## src/shared/dcc_pkg.sv

```systemverilog
// Purpose: Constants, types and helpers shared by the DMA channel files.
// Assumes: One channel, APB register access, one word per FIFO beat.
// Notes: Offsets are byte addresses on a 32-bit APB.
// Contract
// [RULE1] Halt set makes channel ignore new requests.
// [RULE2] Active bit reads one while FIFO holds data.
// [RULE3] Lock keeps bus through whole burst sequence.
// [RULE4] Done mask bit gates terminal-count interrupt.
// [RULE5] Fault mask bit gates bus error interrupt.
// [RULE6] Three-bit direction field selects transfer type.
// [RULE7] Write-side select ignored when destination is memory.
// [RULE8] Read-side select ignored when source is memory.
// [RULE9] Enable bit switches channel, starts memory copies.
// [RULE10] Memory copies start only by software enable.
// [RULE11] Hardware clears enable when count is moved.
// [RULE12] Disabling mid-transfer discards FIFO contents.
// [RULE13] Software reinitializes channels after an abort.
// [RULE14] Pause: halt, wait inactive, then disable.
// [RULE15] Disable before rewriting a halted enabled channel.
// [RULE16] Misaligned width raises error; unsafe case sticks.
// [RULE17] Chaining reloads registers from memory descriptor.
// [RULE18] Descriptor: source, destination, next, control.
// [RULE19] Descriptor control bit raises done at block end.
// [RULE20] Software clears done flag through clear register.
// [RULE21] Zero next pointer ends the chain.
// [RULE22] Serve requests only when enabled and not halted.
// [RULE23] Software writes zero to unused bits.
package dcc_pkg;
  localparam logic [7:0] DCC_OFF_SRC   = 8'h00;
  localparam logic [7:0] DCC_OFF_DST   = 8'h04;
  localparam logic [7:0] DCC_OFF_NXT   = 8'h08;
  localparam logic [7:0] DCC_OFF_CTRL  = 8'h0c;
  localparam logic [7:0] DCC_OFF_SETUP = 8'h10;
  localparam logic [7:0] DCC_OFF_STAT  = 8'h14;
  localparam logic [7:0] DCC_OFF_CLR   = 8'h18;
  localparam int DCC_EN_BIT      = 0;
  localparam int DCC_RSEL_LSB    = 1;
  localparam int DCC_WSEL_LSB    = 6;
  localparam int DCC_FLOW_LSB    = 11;
  localparam int DCC_FAULTEN_BIT = 14;
  localparam int DCC_DONEEN_BIT  = 15;
  localparam int DCC_LOCK_BIT    = 16;
  localparam int DCC_ACTIVE_BIT  = 17;
  localparam int DCC_HALT_BIT    = 18;
  localparam int DCC_CNT_LSB     = 0;
  localparam int DCC_CNT_W       = 12;
  localparam int DCC_BURST_LSB   = 12;
  localparam int DCC_SWID_LSB    = 18;
  localparam int DCC_DWID_LSB    = 21;
  localparam int DCC_CTRL_IRQ    = 31;
  localparam int DCC_ST_ON       = 0;
  localparam int DCC_ST_DONE     = 1;
  localparam int DCC_ST_FAULT    = 2;
  localparam int DCC_ST_STUCK    = 3;
  localparam int DCC_ST_ACTIVE   = 4;
  localparam int DCC_CLR_DONE    = 0;
  localparam int DCC_CLR_FAULT   = 1;
  localparam logic [31:0] DCC_REG_RST = 32'h0000_0000;
  localparam logic [31:0] DCC_NXT_END = 32'h0000_0000;
  localparam logic [31:0] DCC_WORD_BYTES = 32'h0000_0004;
  localparam logic [1:0]  DCC_DESC_LAST  = 2'h3;
  localparam logic [2:0] DCC_FLOW_M2M = 3'h0;
  localparam logic [2:0] DCC_FLOW_M2P = 3'h1;
  localparam logic [2:0] DCC_FLOW_P2M = 3'h2;
  localparam logic [2:0] DCC_FLOW_P2P = 3'h3;

  typedef enum logic [2:0] {DCC_IDLE, DCC_WAIT, DCC_READ, DCC_WRITE, DCC_FETCH} dcc_state_e;

  typedef struct packed {
    logic        req;
    logic        we;
    logic        lock;
    logic [31:0] addr;
    logic [31:0] wdata;
  } dcc_mem_req_s;

  function automatic logic dcc_src_is_mem(input logic [2:0] flow);
    return (flow == DCC_FLOW_M2M) || (flow == DCC_FLOW_M2P);
  endfunction

  function automatic logic dcc_dst_is_mem(input logic [2:0] flow);
    return (flow == DCC_FLOW_M2M) || (flow == DCC_FLOW_P2M);
  endfunction

  function automatic logic [31:0] dcc_step(input logic [2:0] wcode);
    return (wcode == 3'h0) ? 32'h1 : (wcode == 3'h1) ? 32'h2 : 32'h4;
  endfunction

  function automatic logic dcc_misaligned(input logic [31:0] addr, input logic [2:0] wcode);
    return (wcode > 3'h2) || ((addr & (dcc_step(wcode) - 32'h1)) != 32'h0);
  endfunction
endpackage

```

## src/rtl/dcc_channel.sv

```systemverilog
// Purpose: One DMA channel: setup registers, transfer engine, descriptor chaining.
// Assumes: APB slave with one wait state; simple req/ack memory master port.
// Notes: Each beat reads one item into the FIFO and writes it out again.
//
// Implementation choices: register access over APB and the register addresses.
module dcc_channel #(
  parameter int NREQ   = 16,
  parameter int FDEPTH = 4
) (
  input  wire logic                  pclk,
  input  wire logic                  presetn,
  input  wire logic                  ce,
  input  wire logic                  psel,
  input  wire logic                  penable,
  input  wire logic                  pwrite,
  input  wire logic [7:0]            paddr,
  input  wire logic [31:0]           pwdata,
  output logic      [31:0]           prdata,
  output logic                       pready,
  output logic                       pslverr,
  input  wire logic [NREQ-1:0]       periph_req,
  output dcc_pkg::dcc_mem_req_s      mem_o,
  input  wire logic                  mem_ack,
  input  wire logic [31:0]           mem_rdata,
  input  wire logic                  mem_err,
  output logic                       done_irq,
  output logic                       fault_irq
);
  import dcc_pkg::*;

  typedef struct packed {
    logic [31:0]   src;
    logic [31:0]   dst;
    logic [31:0]   nxt;
    logic [31:0]   ctrl;
    logic [31:0]   fptr;
    logic          halt;
    logic          lock;
    logic          done_en;
    logic          fault_en;
    logic [2:0]    flow;
    logic [3:0]    wsel;
    logic [3:0]    rsel;
    logic          en;
    logic          done_st;
    logic          fault_st;
    logic          stuck;
    logic          unsafe;
    dcc_state_e    st;
    logic [11:0]   left;
    logic [2:0]    beat;
    logic [1:0]    widx;
    dcc_mem_req_s  mem;
    logic          pready;
    logic          pslverr;
    logic [31:0]   prdata;
    logic          done_irq;
    logic          fault_irq;
  } dcc_core_s;

  dcc_core_s   r;
  dcc_core_s   n;
  logic        go;
  logic        active;
  logic        full;
  logic [31:0] fifo_q;
  logic        push;
  logic        pop;
  logic        flush;
  logic        acc;
  logic        wr_now;
  logic        mapped;
  logic        fault_ev;
  logic [31:0] setup_rd;
  logic [31:0] stat_rd;

  dcc_req_sel #(
    .NREQ(NREQ)
  ) u_sel (
    .periph_req               (periph_req),
    .read_side_request_select (r.rsel),
    .write_side_request_select(r.wsel),
    .flow                     (r.flow),
    .go                       (go)
  );

  dcc_fifo #(
    .W    (32),
    .DEPTH(FDEPTH)
  ) u_fifo (
    .pclk     (pclk),
    .presetn  (presetn),
    .ce       (ce),
    .push     (push),
    .wdata    (mem_rdata),
    .pop      (pop),
    .flush    (flush),
    .rdata    (fifo_q),
    .not_empty(active),
    .full     (full)
  );

  assign acc    = psel && penable && !r.pready;
  assign wr_now = psel && penable && pwrite && r.pready && !r.pslverr;
  assign mapped = (paddr <= DCC_OFF_CLR) && (paddr[1:0] == 2'h0);

  assign setup_rd = {13'h0, r.halt, active, r.lock, r.done_en, r.fault_en,   // [RULE2]
                     r.flow, 1'b0, r.wsel, 1'b0, r.rsel, r.en};
  assign stat_rd  = {27'h0, active, r.stuck, r.fault_st, r.done_st, r.en};

  always_comb
  begin
    n        = r;
    push     = 1'b0;
    pop      = 1'b0;
    flush    = 1'b0;
    fault_ev = 1'b0;

    // Bus answer: data is captured in the first access cycle, shown with pready.
    n.pready  = acc;
    n.pslverr = acc && !mapped;
    if (acc)
    begin
      unique case (paddr)
        DCC_OFF_SRC:   n.prdata = r.src;
        DCC_OFF_DST:   n.prdata = r.dst;
        DCC_OFF_NXT:   n.prdata = r.nxt;
        DCC_OFF_CTRL:  n.prdata = r.ctrl;
        DCC_OFF_SETUP: n.prdata = setup_rd;
        DCC_OFF_STAT:  n.prdata = stat_rd;
        default:       n.prdata = 32'h0;
      endcase
    end

    // Software clears come first so that a same-cycle event still sets the flag.
    if (wr_now && paddr == DCC_OFF_CLR)
    begin
      if (pwdata[DCC_CLR_DONE])
        n.done_st = 1'b0;                                                     // [RULE20]
      if (pwdata[DCC_CLR_FAULT] && !r.stuck)
        n.fault_st = 1'b0;                                                    // [RULE16]
    end

    unique case (r.st)
      DCC_IDLE:
        n.mem.req = 1'b0;
      DCC_WAIT:
      begin
        n.mem.lock = 1'b0;
        if (r.left == '0)
        begin
          n.st = DCC_IDLE;
          n.en = 1'b0;
        end
        else if (r.en && !r.halt && (go || r.flow == DCC_FLOW_M2M))          // [RULE1] [RULE22] [RULE10]
        begin
          if (dcc_misaligned(r.src, r.ctrl[DCC_SWID_LSB +: 3]) ||
              dcc_misaligned(r.dst, r.ctrl[DCC_DWID_LSB +: 3]))
            fault_ev = 1'b1;                                                  // [RULE16]
          else
          begin
            n.st       = DCC_READ;
            n.beat     = r.ctrl[DCC_BURST_LSB +: 3];
            n.mem.lock = r.lock;                                              // [RULE3]
          end
        end
      end
      DCC_READ, DCC_WRITE, DCC_FETCH:
      begin
        if (!r.mem.req)
        begin
          n.mem.req   = 1'b1;
          n.mem.we    = (r.st == DCC_WRITE);
          n.mem.wdata = fifo_q;
          n.mem.addr  = (r.st == DCC_READ) ? r.src :
                        (r.st == DCC_WRITE) ? r.dst :
                        r.fptr + {28'h0, r.widx, 2'h0};
        end
        else if (mem_ack)
        begin
          n.mem.req = 1'b0;
          if (mem_err)
            fault_ev = 1'b1;
          else if (r.st == DCC_READ)
          begin
            push  = 1'b1;
            n.src = r.src + dcc_step(r.ctrl[DCC_SWID_LSB +: 3]);
            n.st  = DCC_WRITE;
          end
          else if (r.st == DCC_WRITE)
          begin
            pop    = 1'b1;
            n.dst  = r.dst + dcc_step(r.ctrl[DCC_DWID_LSB +: 3]);
            n.left = r.left - 12'h1;
            n.beat = r.beat - 3'h1;
            if (r.left == 12'h1)
            begin
              // Block finished: flag it if the control irq bit is set, then chain or stop.
              if (r.ctrl[DCC_CTRL_IRQ])
                n.done_st = 1'b1;                                             // [RULE19]
              if (r.nxt != DCC_NXT_END)
              begin
                n.st   = DCC_FETCH;                                           // [RULE17]
                n.fptr = r.nxt;
                n.widx = 2'h0;
              end
              else
              begin
                n.st = DCC_IDLE;                                              // [RULE21]
                n.en = 1'b0;                                                  // [RULE11]
              end
              n.mem.lock = 1'b0;
            end
            else if (r.beat == 3'h0)
            begin
              n.st       = DCC_WAIT;
              n.mem.lock = 1'b0;
            end
            else
              n.st = DCC_READ;                                                // [RULE3]
          end
          else
          begin
            unique case (r.widx)                                              // [RULE18]
              2'h0:    n.src  = mem_rdata;
              2'h1:    n.dst  = mem_rdata;
              2'h2:    n.nxt  = mem_rdata;
              default: n.ctrl = mem_rdata;
            endcase
            n.widx = r.widx + 2'h1;
            if (r.widx == DCC_DESC_LAST)
            begin
              n.left = mem_rdata[DCC_CNT_LSB +: DCC_CNT_W];
              n.st   = DCC_WAIT;
            end
          end
        end
      end
      default:
        n.st = DCC_IDLE;
    endcase

    // A bus or alignment error stops the channel; during an unsafe rewrite it sticks.
    if (fault_ev)
    begin
      n.fault_st = 1'b1;                                                      // [RULE16]
      n.stuck    = r.stuck || r.unsafe;
      n.st       = DCC_IDLE;
      n.en       = 1'b0;
      n.mem      = '0;
      flush      = 1'b1;
    end

    if (wr_now)
    begin
      unique case (paddr)
        DCC_OFF_SRC:  n.src  = pwdata;
        DCC_OFF_DST:  n.dst  = pwdata;
        DCC_OFF_NXT:  n.nxt  = pwdata;
        DCC_OFF_CTRL: n.ctrl = pwdata;
        DCC_OFF_SETUP:
        begin
          n.halt     = pwdata[DCC_HALT_BIT];
          n.lock     = pwdata[DCC_LOCK_BIT];
          n.done_en  = pwdata[DCC_DONEEN_BIT];
          n.fault_en = pwdata[DCC_FAULTEN_BIT];
          n.flow     = pwdata[DCC_FLOW_LSB +: 3];                             // [RULE6]
          n.wsel     = pwdata[DCC_WSEL_LSB +: 4];
          n.rsel     = pwdata[DCC_RSEL_LSB +: 4];
          n.en       = pwdata[DCC_EN_BIT];                                    // [RULE9]
          n.unsafe   = r.en && r.halt && pwdata[DCC_EN_BIT];                  // [RULE15]
          if (!r.en && pwdata[DCC_EN_BIT])
          begin
            n.st       = DCC_WAIT;
            n.left     = r.ctrl[DCC_CNT_LSB +: DCC_CNT_W];
            n.mem      = '0;
            n.stuck    = n.stuck;
          end
          else if (!pwdata[DCC_EN_BIT])
          begin
            // Dropping enable abandons the transfer; buffered data is thrown away.
            n.st  = DCC_IDLE;                                                 // [RULE12]
            n.mem = '0;
            flush = 1'b1;                                                     // [RULE12]
          end
        end
        default:
          n.src = n.src;
      endcase
    end

    n.done_irq  = n.done_st && n.done_en;                                     // [RULE4]
    n.fault_irq = n.fault_st && n.fault_en;                                   // [RULE5]
  end

  always_ff @(posedge pclk or negedge presetn)
  begin
    if (!presetn)
    begin
      r      <= '0;
      r.src  <= DCC_REG_RST;
      r.dst  <= DCC_REG_RST;
      r.nxt  <= DCC_REG_RST;
      r.ctrl <= DCC_REG_RST;
      r.st   <= DCC_IDLE;
    end
    else if (ce)
      r <= n;
  end

  assign prdata    = r.prdata;
  assign pready    = r.pready;
  assign pslverr   = r.pslverr;
  assign mem_o     = r.mem;
  assign done_irq  = r.done_irq;
  assign fault_irq = r.fault_irq;
endmodule

```

## src/rtl/dcc_fifo.sv

```systemverilog
// Purpose: Channel data FIFO held in flip-flops.
// Assumes: Push and pop are never asked when full or empty.
// Notes: Flush empties it at once; data in it is lost.
module dcc_fifo #(
  parameter int W     = 32,
  parameter int DEPTH = 4
) (
  input  wire logic         pclk,
  input  wire logic         presetn,
  input  wire logic         ce,
  input  wire logic         push,
  input  wire logic [W-1:0] wdata,
  input  wire logic         pop,
  input  wire logic         flush,
  output logic      [W-1:0] rdata,
  output logic              not_empty,
  output logic              full
);
  localparam int AW = $clog2(DEPTH);
  typedef struct packed {
    logic [DEPTH-1:0][W-1:0] mem;
    logic [AW-1:0]           wr;
    logic [AW-1:0]           rd;
    logic [AW:0]             cnt;
  } dcc_fifo_s;
  dcc_fifo_s r, n;

  always_comb
  begin
    n = r;
    if (flush)
    begin
      n.wr  = '0;
      n.rd  = '0;
      n.cnt = '0;
    end
    else
    begin
      if (push && !full)
      begin
        n.mem[r.wr] = wdata;
        n.wr        = (r.wr == AW'(DEPTH - 1)) ? '0 : r.wr + 1'b1;
      end
      if (pop && not_empty)
        n.rd = (r.rd == AW'(DEPTH - 1)) ? '0 : r.rd + 1'b1;
      n.cnt = r.cnt + (AW+1)'(push && !full) - (AW+1)'(pop && not_empty);
    end
  end

  always_ff @(posedge pclk or negedge presetn)
  begin
    if (!presetn)
      r <= '0;
    else if (ce)
      r <= n;
  end

  assign rdata     = r.mem[r.rd];
  assign not_empty = (r.cnt != '0);
  assign full      = (r.cnt == (AW+1)'(DEPTH));
endmodule

```

## src/rtl/dcc_req_sel.sv

```systemverilog
// Purpose: Picks the peripheral request lines that pace a channel.
// Assumes: Request lines are synchronous to pclk.
// Notes: A memory side never waits, so its select is ignored.
module dcc_req_sel #(
  parameter int NREQ = 16
) (
  input  wire logic [NREQ-1:0] periph_req,
  input  wire logic [3:0]      read_side_request_select,
  input  wire logic [3:0]      write_side_request_select,
  input  wire logic [2:0]      flow,
  output logic                 go
);
  import dcc_pkg::*;
  logic rd_ok;
  logic wr_ok;

  assign rd_ok = dcc_src_is_mem(flow) || periph_req[read_side_request_select];   // [RULE8]
  assign wr_ok = dcc_dst_is_mem(flow) || periph_req[write_side_request_select];  // [RULE7]
  assign go    = rd_ok && wr_ok && (flow <= DCC_FLOW_P2P);                       // [RULE6]
endmodule

```

## config.mk

```make
export PLATFORM = sky130hd
export DESIGN_NAME = dcc_channel
export DESIGN_NICKNAME = d
export VERILOG_FILES = /design/src/shared/dcc_pkg.sv /design/src/rtl/dcc_channel.sv /design/src/rtl/dcc_fifo.sv /design/src/rtl/dcc_req_sel.sv
export SDC_FILE = /design/constraint.sdc
export NUM_CORES = 1
export LEC_CHECK = 0
export BUFFER_PORTS_ARGS = -buffer_cell sky130_fd_sc_hd__buf_2
export CELL_PAD_IN_SITES_DETAIL_PLACEMENT = 1
export CELL_PAD_IN_SITES_GLOBAL_PLACEMENT = 1
export CORE_MARGIN = 4
export CORE_UTILIZATION = 48
export CTS_CLUSTER_DIAMETER = 200
export DETAILED_ROUTE_END_ITERATION = 8
export PLACE_DENSITY = 0.81
export SLEW_MARGIN = 10
export SYNTH_ARGS = -nofsm -noshare
export SYNTH_HDL_FRONTEND = slang
export SYNTH_SLANG_ARGS = --single-unit
```

## constraint.sdc

```tcl
create_clock -name pclk -period 3.6 [get_ports pclk]
set_clock_uncertainty 0.1 [all_clocks]
set_input_delay 0.72 -clock pclk [delete_from_list [all_inputs] [get_ports pclk]]
set_output_delay 0.72 -clock pclk [all_outputs]
set_load 0.005 [all_outputs]
```

## Word-level counts from Yosys, hierarchy flattened

Index checks and enable logic that the tools add are counted.

| storage, ports and cells | value |
|---|---|
| register bits after elaboration | 438 |
| input bits | 96 |
| output and inout bits | 103 |
| logic and storage cells | 297 |

| operators by class | value |
|---|---|
| add/subtract/negate cells | 12 |
| $lt $le $gt $ge | 9 |
| eq/ne operators | 31 |
| muxes and demuxes | 139 |
| bitwise operators | 5 |
| reductions and logical operators | 63 |

Operators by type and width:

| operator | number |
|---|---|
| two-way mux 160 bit | 4 |
| two-way mux 32 bit | 18 |
| two-way mux 67 bit | 5 |
| two-way mux 128 bit | 2 |
| two-way mux 64 bit | 3 |
| case mux 32 bit (6 select lines) | 1 |
| two-way mux 15 bit | 9 |
| bitwise mux 128 bit | 1 |
| nonzero test 32 bit | 3 |
| adder 32 x 3 -> 32 bit | 2 |
| bitwise AND 32 bit | 2 |
| binary-select mux 32 bit (select 2 bit) | 1 |
| demux 32 bit (select 2 bit) | 1 |
| subtractor 32 x 1 -> 32 bit (second input constant) | 2 |
| two-way mux 3 bit | 17 |
| two-way mux 1 bit | 44 |
| two-way mux 20 bit | 2 |
| adder 32 x 4 -> 32 bit | 1 |
| two-way mux 2 bit | 16 |
| two-way mux 14 bit | 2 |
| equality test 8 x 5 -> 1 bit (second input constant) | 3 |
| two-way mux 12 bit | 2 |
| logical AND 1 bit | 21 |
| two-way mux 21 bit | 1 |
| 42 further kinds | 96 |

## Logic depth before layout (Yosys ltp)

| depth | value |
|---|---|
| word-level depth | 19 |
| mapped depth | 12 |
| depth with buffers taken out | 12 |

## Cells and area by module

From an unflattened synthesis, not the netlist that was laid out.

| unflattened totals | value |
|---|---|
| cell total of the unflattened synthesis | 2478 |
| area total of the unflattened synthesis | 25634.6 um^2 |

Modules (own cells, without submodules):

| module | times used | cells an instance | area each (um^2) | sequential area each (um^2) |
|---|---|---|---|---|
| dcc_channel | 1 | 2094 | 18803.0 | 7582.3 |
| dcc_fifo | 1 | 367 | 6572.6 | 3378.2 |
| dcc_req_sel | 1 | 17 | 259.0 | 0.0 |

## Least setup slack after synthesis

Ideal clock, no wire load.

| path | value |
|---|---|
| path kind | input port to flip-flop |
| start | input port paddr[0] |
| end | register u_fifo.r[122] (netlist bit) |
| setup time | 0.125 ns |
| arrival time | 2.956 ns |
| required time | 3.375 ns |
| setup slack | 0.419 ns |
| stages on the path | 10 |
| buffers on the path | 3 |
| cell sequence | or4_1 or3_1 buf_6 or3_1 buf_6 nor2_8 nor3b_4 nand2_4 buf_6 mux2_2 |

| between the ends | value |
|---|---|
| longest elaborated chain between the ends | 5 |

RTL lines:

| item | RTL line | source |
|---|---|---|
| start: declaration | dcc_channel.sv:16 | `input wire logic [7:0] paddr,` |
| equality test 8 x 5 -> 1 bit | dcc_channel.sv:256 | `unique case (paddr)` |
| two-way mux 1 bit | dcc_channel.sv:256 |  |
| two-way mux 1 bit | dcc_channel.sv:254 | `if (wr_now)` |
| NOT 1 bit (no source line) | n/a |  |
| AND reduction 3 bit (no source line) | n/a |  |
| end signal: assignment | dcc_fifo.sv:55 | `r <= n;` |
| end: declaration | dcc_fifo.sv:26 | `dcc_fifo_s r, n;` |

No other way between the ends.
A chain may end at the register's enable or synchronous reset.

## Worst setup path after layout

| path | value |
|---|---|
| start | register r[197] (netlist bit) |
| end | register r[259] (netlist bit) |

| between the ends | value |
|---|---|
| longest elaborated chain between the ends | 12 |
| elaborated cells between the ends (all ways) | 13 |
| those cells by class | add/sub (1); eq/ne (1); mux (10); reduce/logical (1) |

RTL lines:

| item | RTL line | source |
|---|---|---|
| start: declaration | dcc_channel.sv:61 | `dcc_core_s r;` |
| start signal: assignment | dcc_channel.sv:308 | `r <= n;` |
| equality test 3 x 1 -> 1 bit | dcc_pkg.sv:86 | `return (wcode == 3'h0) ? 32'h1 : (wcode == 3'h1) ? 32'h2 : 32'h4;` |
| two-way mux 3 bit | dcc_pkg.sv:86 |  |
| two-way mux 3 bit * | dcc_pkg.sv:86 |  |
| adder 32 x 3 -> 32 bit * | dcc_channel.sv:193 | `n.dst = r.dst + dcc_step(r.ctrl[DCC_DWID_LSB +: 3]);` |
| two-way mux 32 bit * | dcc_channel.sv:190 | `else if (r.st == DCC_WRITE)` |
| two-way mux 128 bit * | dcc_channel.sv:184 | `else if (r.st == DCC_READ)` |
| two-way mux 160 bit * | dcc_channel.sv:182 | `if (mem_err)` |
| two-way mux 160 bit * | dcc_channel.sv:179 | `else if (mem_ack)` |
| two-way mux 160 bit * | dcc_channel.sv:170 | `if (!r.mem.req)` |
| two-way mux 160 bit * | dcc_channel.sv:144 | `unique case (r.st)` |
| two-way mux 32 bit | dcc_channel.sv:256 |  |
| two-way mux 128 bit * | dcc_channel.sv:254 |  |

Mark *: on every way between the ends. The rest lies on a longest branch, timed or not.

==> results.tsv <==
stage	metric	value	unit
worst_setup_path	critPathMaxFanout	7	
worst_setup_path	crit_slowest_cell	dfrtp_1	
global_routing	grt_use_total	35.7	%
hold_path	min_path_type	input pin to asynchronous set/reset pin	
sta	slew_viol_final	0	
worst_setup_path	r2r_end	r[259]$_DFFE_PN0P_	
placed_design	globalplace.congestion	0.965	
route	drc	0	
die	die_area	0.0556	sq mm
sta	tns	0	ns
job	maxCapViolCount	0	
synthesis	async_reset_ff_share	100	%
worst_setup_path	crit_path_start_kind	flip-flop	
synthesis	yosysTopAreaCell	dfrtp_1	
sta	timing.fmax	290	MHz
sta	worst_pin_slew	0.942	ns
synthesis	ys_warn_count	0	
worst_setup_path	slowest_delay	0.49	ns
route	routedWlPerCell	31.2	um
clock_network	numCtsBuffers	49	
pwr	p_leak	0.0131	uW
synthesis	synth_top_cell_area_share	44.0	%
worst_setup_path	rrSetupSlack	0.16	ns
pwr	total_power	15300	uW
final_layout	num-nets-final	2658	
worst_setup_path	r2r_start	r[197]$_DFFE_PN0P_	
die	start_util	48.6	%
sta	max_slew_margin	36.7	%
global_routing	overflow	0	
sta	post-route-period-util	95.6	%
worst_setup_path	cp.arrival	3.82	ns
status	outcome	finished, final reports clean	
clock_network	cts_hold_buf	0	
global_routing	antenna_found_initial	5	
final_layout	syn_to_final_growth	12.6	%
clock_network	h-tree-depth	2	
synthesis	syn_inst	2469	
route	detail_route.vias_per_cell	6.93	
clock_network	ctsRootBufferMaster	clkbuf_16	
worst_setup_path	worstPathCellList	or3_1, inv_1, ha_1, inv_1, fa_1, nor2b_1, o211a_1, nand2_1, nor2_1, a21oi_1, o21ai_0, o21ai_0	
global_routing	grt_max_degree	82	
clock_network	cts_sinks	438	
final_layout	post-route-util	54.7	%
synthesis	syn-num-nets	2597	
synthesis	synth-edff-count	0	
route	drt_iter0_markers	2616	
worst_setup_path	critPathCapture	r[259]$_DFFE_PN0P_	
clock_network	cts_tree	built	
final_layout	drive_gt1_share	23.6	%
sta	rsz0062_at_grt	no	
final_layout	antenna_cells	0	
placed_design	port_buffers	198	
route	drt_first_pass_iters	8	
placed_design	place_hpwl	70700	um
clock_network	cts.path.max_buffers	3	
worst_setup_path	setup.worst_path.class	flip-flop to flip-flop	
sta	finalSetupViolations	0	
synthesis	ys_ff_latch	438	
worst_setup_path	critPathLaunch	r[197]$_DFFE_PN0P_	
sta	period_needed	3.44	ns
die	die_h	236	um
worst_setup_path	critPathCaptureType	flip-flop	
synthesis	postSynthAreaPerCell	10.1	sq um
synthesis	synthTopCellsByArea	dfrtp_1 (44%), mux2_2 (5.5%), a21oi_1 (3.9%)	
route	finalWirelength	101000	um
sta	hold_viol	0	
die	die_width	236	um
route	ant_nets	0	
die	num_rows	83	
clock_network	post_cts_buffers	0	
die	ios	199	
worst_setup_path	required	3.98	ns
die	core	0.0513	sq mm
global_routing	grt_pass1_wl	153000	um
clock_network	post_cts_resized	0	
worst_setup_path	reg2reg_depth	12	
clock_network	insertion_delay	0.61	ns
synthesis	mappedNetlistArea	0.0249	sq mm
pwr	pwr_density_cell	546	mW/mm^2
synthesis	ys_types	88	
clock_network	clkSlewWorstSetupHoldPaths	0.06	ns
synthesis	synthFlopType	dfrtp_1	
route	vias	22500	
pwr	irDropWorstVdd	0.344	mV
synthesis	yosysSeqAreaShare	44.0	%
global_routing	grt_pass1_vias	23900	
==> cells by family after synthesis <==
family / synth area share, %
fa+ha+maj: 1.73
flops: 44.0
compound gates: 19.6
simple gates: 12.0
xor+xnor: 1.23
mux: 13.8
buf+inv: 7.62
==> cells in the mapped netlist (22+ instances only) <==
| master | instances |
|---|---|
| dfrtp_1 | 438 |
| a21oi_1 | 193 |
| nor2_1 | 167 |
| nand2_1 | 166 |
| clkbuf_1 | 157 |
| o21ai_0 | 133 |
| mux2_2 | 121 |
| buf_4 | 103 |
| o22ai_1 | 90 |
| a22o_1 | 76 |
| inv_1 | 59 |
| nand3_1 | 57 |
| mux2i_1 | 46 |
| a22oi_1 | 43 |
| mux2_1 | 43 |
| mux4_2 | 37 |
| nand4_1 | 35 |
| ha_1 | 28 |
| nor4_1 | 28 |
| nor3_1 | 25 |
| a21o_1 | 23 |
| and3_1 | 22 |
==> how the worst min path moves through the flow <==
stage                                      start  cells past startpoint                      to
after floorplan                          presetn                      0    done_irq$_DFFE_PN0P_
after global placement    prdata[25]$_DFFE_PN0P_                      2  prdata[25]$_DFFE_PN0P_
after detailed placement  prdata[15]$_DFFE_PN0P_                      1  prdata[15]$_DFFE_PN0P_
after CTS                                presetn                      1      r[122]$_DFFE_PN0P_
after global routing                     presetn                      1      r[122]$_DFFE_PN0P_
final                                    presetn                      1      r[122]$_DFFE_PN0P_
==> sequential cells by signal (all words and copies together) (netlist names) <==
| name | cells |
|---|---|
| done_irq | 1 |
| fault_irq | 1 |
| mem_o | 67 |
| prdata | 32 |
| pready | 1 |
| pslverr | 1 |
| r | 200 |
| u_fifo.r | 135 |
==> through the flow <==
step / hold slack (ns) / setup slack (ns) / instance area (sq um) / cells
3_3_place_gp: 0.357 / 0.142 / 26300 / 3159
6_report: 0.0398 / 0.157 / 28100 / 3247
5_1_grt: 0.0792 / 0.0505 / 28100 / 3247
4_1_cts: 0.0534 / 0.253 / 28100 / 3247
2_1_floorplan: 0.324 / 0.419 / 24900 / 2469
3_5_place_dp: 0.365 / 0.104 / 26300 / 3159
==> layer usage <==
metal  track usage [%]  part of all wire, %  wire length (um)
met2              56.4                   46             46500
met1              45.2                   38             38200
met4              21.9                  7.8              7840
met3              7.34                  8.6              8690
met5                 0                0.027                27
==> layout by cell type, fill, tap and decap left out, types with 9 or more instances in the layout <==
cell type	n
o22ai_1	90
a211oi_1	19
nor3_1	24
nand4_1	35
a21oi_1	191
dfrtp_1	436
bufinv_16	9
inv_1	59
nor2_1	167
xor2_1	15
o211ai_1	13
ha_1	28
nand2_1	166
and3_1	22
buf_2	196
or3_1	16
and4_1	13
nor4_1	27
a22o_1	76
a21o_1	23
a222oi_1	16
mux2_2	121
a22oi_1	43
mux2_1	43
buf_4	93
clkbuf_16	49
mux2i_1	46
mux2_4	20
clkbuf_8	11
mux4_2	37
xnor2_1	20
o2bb2ai_1	14
o221ai_1	12
o21ai_0	132
a31oi_1	12
a221oi_1	17
nand3_1	57
buf_12	23
a221o_1	11
==> layout make-up <==
type	instances	area, sq um
Clock inverter	22	369
Timing Repair Buffer	313	2150
Inverter	59	221
Sequential cell	438	11000
Tap cell	680	851
Clock buffer	66	1400
Multi-Input combinational cell	1669	12100
Fill cell	5566	23200
==> critical path: cells and delay by family (launching register included) <==
kind	cells	cell delay, ns
AND/OR/NAND/NOR	4	1.24
AO/OA/AOI/OAI	4	0.75
adder cells (fa/ha/maj)	2	0.58
flip-flops	1	0.49
buffers and inverters	2	0.15
==> power by group <==
group	switching (uW)	internal, uW	total, uW
clock network	2210	3370	5580
logic	2040	1390	3430
registers	752	5540	6300
(Power assumes the default switching activity.)
